`src/aiq_pkg.sv`:
```
// shared constants for the analog input point quality block
package aiq_pkg;
    localparam int NUM_CH = 8;
    localparam int ADDR_W = 4;
    localparam int DATA_W = 16;
    localparam int SAMPLE_W = 16;
    localparam logic [ADDR_W-1:0] ADDR_QUALITY = 4'hC;
    localparam logic [ADDR_W-1:0] ADDR_STATUS = 4'hD;
    localparam logic [ADDR_W-1:0] ADDR_SECONDARY = 4'hE;
    localparam logic [ADDR_W-1:0] ADDR_CAL_LIMIT = 4'hF;
    localparam logic [DATA_W-1:0] ZERO_WORD = 16'h0000;
    // bit positions in the main status word
    localparam int ST_CONFIGURED = 0;
    localparam int ST_FORCED_ERR = 1;
    localparam int ST_WARMING = 4;
    localparam int ST_UNCAL = 7;
    localparam int ST_CAL_FAIL = 12;
    localparam int ST_MEM_ERR = 13;
    localparam int ST_POINT_FAULT = 15;
    // quality word layout: two flags per channel
    localparam int Q_LINK = 0;
    localparam int Q_RANGE = 1;
    localparam int Q_PER_CH = 2;
    // current input thresholds in microamps, scaled 1 lsb = 1 uA
    localparam logic [SAMPLE_W-1:0] CUR_LOW_UA = 16'h09C4;
    localparam logic [SAMPLE_W-1:0] CUR_HIGH_UA = 16'h6018;
    // voltage full scale in counts, signed; 121% limit derived below
    localparam int VOLT_FS = 16'h2000;
    localparam int VOLT_OVER_PCT = 121;
    localparam logic signed [SAMPLE_W-1:0] VOLT_LIMIT =
        SAMPLE_W'((VOLT_FS * VOLT_OVER_PCT) / 100);
    localparam logic [DATA_W-1:0] CAL_LIMIT_RESET = 16'h0100;
    // bus activity hold time for the comms lamp
    localparam int COMM_HOLD_US = 100;
    localparam int CLK_MHZ = 20;
    localparam int COMM_HOLD_CYC = COMM_HOLD_US * CLK_MHZ;
    localparam int COMM_W = 12;
    localparam logic [COMM_W-1:0] COMM_HOLD = COMM_W'(COMM_HOLD_CYC);
    localparam logic [COMM_W-1:0] COMM_ZERO = 12'h000;
endpackage

```
`src/aiq_sync.sv`:
```
// two flip-flop synchroniser for a bundle of pin levels
`timescale 1ns/10ps
module aiq_sync #(
    parameter int W = 1
) (
    input wire logic clk_sys,
    input wire logic reset,
    input wire logic clkEn,
    input wire logic [W-1:0] pinIn,
    output logic [W-1:0] syncOut
);
    logic [W-1:0] stage1;
    always_ff @(posedge clk_sys or posedge reset) begin
        if (reset) begin
            stage1 <= '0;
            syncOut <= '0;
        end else if (clkEn) begin
            stage1 <= pinIn;
            syncOut <= stage1;
        end
    end
endmodule

```
`src/aiq_channel_check.sv`:
```
// per channel quality evaluation of a completed measurement
`timescale 1ns/10ps
module aiq_channel_check
    import aiq_pkg::*;
(
    input wire logic clk_sys,
    input wire logic reset,
    input wire logic clkEn,
    input wire logic sampleValid,
    input wire logic [SAMPLE_W-1:0] sample,
    input wire logic isCurrent,
    input wire logic linkFail,
    input wire logic [DATA_W-1:0] calLimit,
    input wire logic [SAMPLE_W-1:0] calReading,
    input wire logic calValid,
    output logic linkFlag,
    output logic rangeFlag,
    output logic calBad
);
    logic signed [SAMPLE_W-1:0] sSample;
    logic signed [SAMPLE_W-1:0] sCal;
    logic curBad;
    logic voltBad;
    logic calOut;
    assign sSample = sample;
    assign sCal = calReading;
    assign curBad = (sample < CUR_LOW_UA) || (sample > CUR_HIGH_UA);
    assign voltBad = (sSample >= VOLT_LIMIT) || (sSample <= -VOLT_LIMIT);
    assign calOut = (sCal > $signed(calLimit)) || (sCal < -$signed(calLimit));
    // flags follow each new sample, cal reading or link level so they clear when the condition goes away
    always_ff @(posedge clk_sys or posedge reset) begin
        if (reset) begin
            linkFlag <= 1'b0;
            rangeFlag <= 1'b0;
            calBad <= 1'b0;
        end else if (clkEn) begin
            linkFlag <= linkFail;
            if (sampleValid) begin
                rangeFlag <= isCurrent ? curBad : voltBad;
            end
            if (calValid) begin
                calBad <= calOut;
            end
        end
    end
endmodule

```
`src/analog_input_point_quality.sv`:
```
// register bank and diagnostic lamps for an eight channel analog input
// Contract
// - secondary word address 14 reads zero
// - read-only quality word at address 12
// - two flags per channel, bits 0-15
// - link failure sets channel link flag
// - current below 2.5mA or above 24.6mA flags
// - voltage at 121% full scale flags range
// - power lamp lit while +5V good
// - comms lamp lit during controller traffic
// - internal error lamp for module errors
// - per channel error lamp for channel errors
// - voltage above +121% lights channel lamp
// - voltage below -121% lights channel lamp
// - self-calibration out of range lights lamp
// - point fault bit ORs quality and errors
// - quality word meaningful only for point faults
//
// Implementation choice: the strobed register port.
`timescale 1ns/10ps
module analog_input_point_quality
    import aiq_pkg::*;
(
    input wire logic clk_sys,
    input wire logic reset,
    input wire logic clkEn,
    input wire logic [ADDR_W-1:0] regAddr,
    input wire logic [DATA_W-1:0] regWdata,
    input wire logic regWrite,
    input wire logic regRead,
    output logic [DATA_W-1:0] regRdata,
    input wire logic [NUM_CH-1:0] sampleValid,
    input wire logic [NUM_CH*SAMPLE_W-1:0] sampleData,
    input wire logic [NUM_CH-1:0] chanIsCurrent,
    input wire logic [NUM_CH-1:0] calValid,
    input wire logic [NUM_CH*SAMPLE_W-1:0] calData,
    input wire logic [NUM_CH-1:0] linkFailPin,
    input wire logic powerGoodPin,
    input wire logic fieldLinkFailPin,
    input wire logic initBusy,
    input wire logic busTimeout,
    input wire logic memError,
    input wire logic uncalibrated,
    input wire logic warming,
    input wire logic calFailed,
    output logic powerLamp,
    output logic commsLamp,
    output logic internalErrLamp,
    output logic [NUM_CH-1:0] per_channel_fault_lamps
);
    typedef enum logic [1:0] {
        AIQ_ST_RESET = 2'b00,
        AIQ_ST_INIT = 2'b01,
        AIQ_ST_RUN = 2'b10
    } aiq_state_t;

    aiq_state_t state;
    aiq_state_t next_state;
    logic [NUM_CH-1:0] linkSync;
    logic powerSync;
    logic fieldSync;
    logic [NUM_CH-1:0] linkFlag;
    logic [NUM_CH-1:0] rangeFlag;
    logic [NUM_CH-1:0] calBad;
    logic [DATA_W-1:0] qualityWord;
    logic [DATA_W-1:0] statusWord;
    logic [DATA_W-1:0] calLimit;
    logic configured;
    logic forceErr;
    logic moduleErr;
    logic anyPointBad;
    logic inReset;
    logic busActive;
    logic [COMM_W-1:0] commCount;
    logic [DATA_W-1:0] next_rdata;
    logic hitStatus;
    logic hitCal;

    // pin levels from the field side cross into this clock first
    aiq_sync #(.W(NUM_CH + 2)) u_sync (
        .clk_sys(clk_sys),
        .reset(reset),
        .clkEn(clkEn),
        .pinIn({linkFailPin, powerGoodPin, fieldLinkFailPin}),
        .syncOut({linkSync, powerSync, fieldSync})
    );

    genvar ch;
    generate
        for (ch = 0; ch < NUM_CH; ch++) begin : g_ch
            aiq_channel_check u_chk (
                .clk_sys(clk_sys),
                .reset(reset),
                .clkEn(clkEn),
                .sampleValid(sampleValid[ch]),
                .sample(sampleData[ch*SAMPLE_W +: SAMPLE_W]),
                .isCurrent(chanIsCurrent[ch]),
                .linkFail(linkSync[ch]),
                .calLimit(calLimit),
                .calReading(calData[ch*SAMPLE_W +: SAMPLE_W]),
                .calValid(calValid[ch]),
                .linkFlag(linkFlag[ch]),
                .rangeFlag(rangeFlag[ch]),
                .calBad(calBad[ch])
            );
            assign qualityWord[ch*Q_PER_CH + Q_LINK] = linkFlag[ch];
            assign qualityWord[ch*Q_PER_CH + Q_RANGE] = rangeFlag[ch];
        end
    endgenerate

    // reset and init phases count as module errors for the lamp
    always_comb begin
        next_state = state;
        case (state)
            AIQ_ST_RESET: next_state = AIQ_ST_INIT;
            AIQ_ST_INIT: next_state = initBusy ? AIQ_ST_INIT : AIQ_ST_RUN;
            AIQ_ST_RUN: next_state = AIQ_ST_RUN;
            default: next_state = AIQ_ST_RESET;
        endcase
    end

    assign inReset = (state != AIQ_ST_RUN);
    assign moduleErr = forceErr | memError | uncalibrated | calFailed;
    assign anyPointBad = |qualityWord;

    always_comb begin
        statusWord = ZERO_WORD;
        statusWord[ST_CONFIGURED] = configured;
        statusWord[ST_FORCED_ERR] = forceErr | memError;
        statusWord[ST_WARMING] = warming;
        statusWord[ST_UNCAL] = uncalibrated;
        statusWord[ST_CAL_FAIL] = calFailed;
        statusWord[ST_MEM_ERR] = memError;
        statusWord[ST_POINT_FAULT] = anyPointBad | moduleErr;
    end

    assign hitStatus = (regAddr == ADDR_STATUS);
    assign hitCal = (regAddr == ADDR_CAL_LIMIT);

    // quality word is reported as is; software reads it only on point faults
    always_comb begin
        next_rdata = ZERO_WORD;
        case (regAddr)
            ADDR_QUALITY: next_rdata = qualityWord;
            ADDR_STATUS: next_rdata = statusWord;
            ADDR_SECONDARY: next_rdata = ZERO_WORD;
            ADDR_CAL_LIMIT: next_rdata = calLimit;
            default: next_rdata = ZERO_WORD;
        endcase
    end

    assign busActive = regRead | regWrite;

    always_ff @(posedge clk_sys or posedge reset) begin
        if (reset) begin
            state <= AIQ_ST_RESET;
            regRdata <= ZERO_WORD;
            configured <= 1'b0;
            forceErr <= 1'b0;
            calLimit <= CAL_LIMIT_RESET;
        end else if (clkEn) begin
            state <= next_state;
            regRdata <= regRead ? next_rdata : ZERO_WORD;
            if (regWrite && hitStatus) begin
                configured <= regWdata[ST_CONFIGURED];
                forceErr <= regWdata[ST_FORCED_ERR];
            end
            if (regWrite && hitCal) begin
                calLimit <= regWdata;
            end
        end
    end

    // comms lamp holds a little after each access so it is visible
    always_ff @(posedge clk_sys or posedge reset) begin
        if (reset) begin
            commCount <= COMM_ZERO;
        end else if (clkEn) begin
            if (busActive) begin
                commCount <= COMM_HOLD;
            end else if (commCount != COMM_ZERO) begin
                commCount <= commCount - 1'b1;
            end
        end
    end

    always_ff @(posedge clk_sys or posedge reset) begin
        if (reset) begin
            powerLamp <= 1'b0;
            commsLamp <= 1'b0;
            internalErrLamp <= 1'b1;
            per_channel_fault_lamps <= '0;
        end else if (clkEn) begin
            powerLamp <= powerSync;
            commsLamp <= busActive | (commCount != COMM_ZERO);
            internalErrLamp <= inReset | initBusy | busTimeout | moduleErr | warming
                | fieldSync;
            per_channel_fault_lamps <= rangeFlag | calBad | linkFlag;
        end
    end
endmodule

```
`config.mk`:
```
export PLATFORM = sky130hd
export DESIGN_NAME = analog_input_point_quality
export DESIGN_NICKNAME = d
export VERILOG_FILES = /design/src/aiq_pkg.sv /design/src/aiq_sync.sv /design/src/aiq_channel_check.sv /design/src/analog_input_point_quality.sv
export SDC_FILE = /design/constraint.sdc
export NUM_CORES = 1
export LEC_CHECK = 0
export BUFFER_PORTS_ARGS = -buffer_cell sky130_fd_sc_hd__buf_2
export CORE_ASPECT_RATIO = 0.6
export CORE_MARGIN = 2
export CORE_UTILIZATION = 45
export DETAILED_ROUTE_END_ITERATION = 10
export GPL_ROUTABILITY_DRIVEN = 0
export HOLD_SLACK_MARGIN = 0.06
export PLACE_DENSITY = 0.69
export SLEW_MARGIN = 20
export SYNTH_ARGS = -nofsm -noshare
export SYNTH_HDL_FRONTEND = slang
export SYNTH_HIERARCHICAL = 1
export SYNTH_SLANG_ARGS = --single-unit
```
`constraint.sdc`:
```
create_clock -name clk_sys -period 6.8 [get_ports clk_sys]
set_clock_uncertainty 0.1 [all_clocks]
set_input_delay 0.34 -clock clk_sys [delete_from_list [all_inputs] [get_ports clk_sys]]
set_output_delay 0.34 -clock clk_sys [all_outputs]
set_load 0.03 [all_outputs]
```
==> run summary <==
ROUTING
--------------------------------------------------------------------------------
Via total after detailed routing                                           15041
Average wire length per cell after detail routing                        19.4 µm
Total Routed Length                                                     48400 µm
Post-route DRC                                                                 0
Avg Vias per Cell                                                           6.04
First-pass iteration count of the detailed router                              5
Routed Antenna Nets                                                            0
Starting DRT DRC Count                                                      1373

GLOBAL ROUTE
--------------------------------------------------------------------------------
Pin count of the biggest net entering global routing                          60
Global router's overall resource usage                                     28.3%
Number of antenna violations at the first check in global routing             11
Via count of the first global-routing pass                                 13969
Global-route wire length before repair                                  73700 µm
Remaining Overflow, GRT                                                        0

SYNTH
--------------------------------------------------------------------------------
Async set or reset register ratio after synthesis                           100%
Cell type with the highest aggregate area in the netlist                    ha_1
Synthesized net count                                                       2288
Post-Syn Area                                                          14100 µm²
Fraction of post-synthesis cell area in the top cell type by area          22.9%
Top-count cell post-synth                                                   ha_1
Count of flip-flops with a built-in enable after synthesis                     0
Ranking of synthesized cells by instance count                      ha_1 (258), inv_1 (199), a21oi_1 (164)
Dominant synthesized flop cell                                           dfrtp_1
Synthesized area per cell                                               8.24 µm²
Cells after Synth                                                           1709
Top cells by area, synth                                            ha_1 (23%), dfrtp_1 (18%), xnor2_1 (6.0%), a21oi_1 (5.8%), nand4_1 (5.3%)
Number of warnings issued by yosys                                             6
Register area share after synthesis                                        18.3%
Synth unique cells                                                            59
Flip-flop and latch count after synthesis                                    103

STA
--------------------------------------------------------------------------------
Pin slew with the least headroom to its limit                            1070 ps
Share of the cycle needed by the critical path after routing               48.8%
RSZ-0062 raised after global routing                                       false
Number of hold violations in the final report                                  0
Min Tclk post-route                                                      3320 ps
Total negative setup slack                                                  0 ps
Slew Limit Fails                                                               0
Peak clock frequency supported by timing                               0.301 GHz
Count of endpoints failing setup in the final report                           0
Headroom to the max-slew limit                                             28.5%

SETUP PATH
--------------------------------------------------------------------------------
Crit Path Category                                                  register to register
Critical Path Max Stage Delay                                             630 ps
Worst Setup Start Kind                                                  register
Series of cell instances along the critical path                    inv_1 -> nand4_1 -> nor3_1 -> nand4_1 -> xnor2_1 -> ha_1 -> and4_1 -> o211ai_1 -> a211o_1 -> nand3_1
Highest net fanout along the worst path                                       10
Gate family responsible for the most delay along the worst path     simple AND/OR/NAND/NOR gates
Most frequent cell on the critical path                                  nand4_1
Worst EP required                                                        6980 ps
Number of buffers and inverters on the critical path                           1
Max stage delay cell, worst path                                         dfrtp_1
CP endpoint kind                                                        register
Arrival time of the worst setup path                                     3490 ps

DIE
--------------------------------------------------------------------------------
Starting density of the core                                               45.5%
Floorplan die height                                                      141 µm
Floorplan die width                                                       232 µm
# rows                                                                        50
Ports                                                                        348
Core footprint                                                         31000 µm²
Full die area                                                          32800 µm²

JOB
--------------------------------------------------------------------------------
Count of maximum capacitance violations                                        0

LAYOUT
--------------------------------------------------------------------------------
Final-stage net count                                                       2642
Area growth from synthesis to layout                                       18.3%
Final core occ                                                             53.8%
Filler instances                                                            2894
Fraction of final layout cells sized beyond drive strength 1               22.1%

CLOCK NETWORK
--------------------------------------------------------------------------------
Post-CTS Setup Bufs                                                            0
Clk pin slew, worst setup/hold paths                                       80 ps
Clock buffer depth                                                             2
Total CTS buffers                                                              9
Clk sink count                                                               103
TritonCTS clock tree                                                        done
Root buffer cell                                                       clkbuf_16
Worst-skew pair later-pin latency                                         350 ps
Number of H-tree levels                                                        3

PWR
--------------------------------------------------------------------------------
Pleak                                                                    7.57 nW
Total power divided by cell area                                      204 nW/µm²
Maximum resistive drop on vdd                                           0.155 mV

PLACED DESIGN
--------------------------------------------------------------------------------
Port-buffer cells                                                            347
DP Wirelength                                                           38900 µm

OUTCOME
--------------------------------------------------------------------------------
Run status                                                          finished, final reports clean

WORST HOLD PATH
--------------------------------------------------------------------------------
Tightest Hold Check Type                                            input port to register

-- metrics by stage --
stage / cell area [µm²] / total power (W) / instances / hold WS, ps / setup WS, ps
floorplan: 14100 / 0.00219 / 1709 / -6.36 / 4060
finish: 16700 / 0.00340 / 2490 / 117 / 3480
global placement: 16400 / 0.00279 / 2467 / 261 / 3550
global route: 16700 / 0.00371 / 2489 / 106 / 3350
detailed placement: 16400 / 0.00285 / 2467 / 255 / 3630
CTS: 16700 / 0.00338 / 2484 / 112 / 3590
-- kinds of logic after synthesis --
logic type	Yosys count	share of synthesized area, %
simple gates	552	21.8
compound gates	417	19.4
fa+ha+maj	258	22.9
buf+inv	217	6.03
xor+xnor	105	6.53
flops	103	18.3
mux	57	5.01
-- final cells by class --
cell class,instances,area [µm²],share of cell area (%)
repair buffers,361,1850,11.1
flip-flops and latches,103,2580,15.5
diodes,6,15.0,0.0901
clock inverters,6,62.6,0.375
multi-input cells,1389,10700,64.0
well taps,416,520,3.12
inverters,199,747,4.48
clock buffers,10,229,1.37
-- worst paths after layout --
kind | startpoint | depth (start not counted) | slack, ps | endpoint
worst max-delay path | calLimit[3] | 10 | 3480 | g_ch[1].u_chk/calBad
worst max register to register | calLimit[3] | 10 | 3480 | g_ch[1].u_chk/calBad
worst min-delay path | linkFailPin[6] | 2 | 120 | u_sync/stage1[8]
max in group asynchronous | reset | 4 | 5200 | calLimit[10]
worst min register to register | g_ch[0].u_chk/calBad | 2 | 410 | g_ch[0].u_chk/calBad
min in group asynchronous | reset | 3 | 460 | g_ch[5].u_chk/rangeFlag
-- what timing repair did --
action	CTS	global route
hold endpoints to repair	24	0
hold buffers	1	0
gates resized for setup	0	0
-- registers in the layout (all words and copies together), names as in the netlist --
name	count
u_sync/stage1	10
u_sync/syncOut	10
g_ch.u_chk/calBad	8
configured	1
g_ch.u_chk/linkFlag	8
regRdata	16
internalErrLamp	1
commsLamp	1
g_ch.u_chk/rangeFlag	8
state	2
powerLamp	1
commCount	12
calLimit	16
forceErr	1
per_channel_fault_lamps	8
-- where the power goes --
group	internal (W)	leakage (nW)	total, W	switching, W
logic	0.000847	6.21	0.00202	0.00118
clock network	0.000260	0.143	0.000514	0.000255
registers	0.000703	1.22	0.000864	0.000161
total	0.00181	7.57	0.00340	0.00159
-- routing by layer --
metal	up-vias	wire length, µm	track usage [%]
li1	7295	-	-
met1	6960	22400	40.7
met2	700	20400	42.9
met3	76	4220	5.26
met4	10	1330	8.57
met5	-	52	0
-- cell usage in the layout (no fill, tap or decap), types with 9 or more instances in the layout --
master     instances
nor2b_1           16
or4b_1             9
nor4_1            50
and4_1             9
a21oi_1          164
a2111oi_0         16
o311ai_0          17
dfrtp_1          100
nor2_1            50
ha_1             258
buf_4             14
o22ai_1           16
xor2_1             9
inv_1            198
xnor2_1           96
nor4b_1            9
nand2b_1          17
mux2i_1            9
nand3_1           52
a211o_1            9
mux2_4            20
nand2_1           94
nand4_1          120
a21o_1            26
o21ai_0           62
o211ai_1          33
nor3_1            82
clkbuf_16          9
mux2_2            28
a22oi_1           10
buf_2            346
Power figures use the tool's default switching activity.
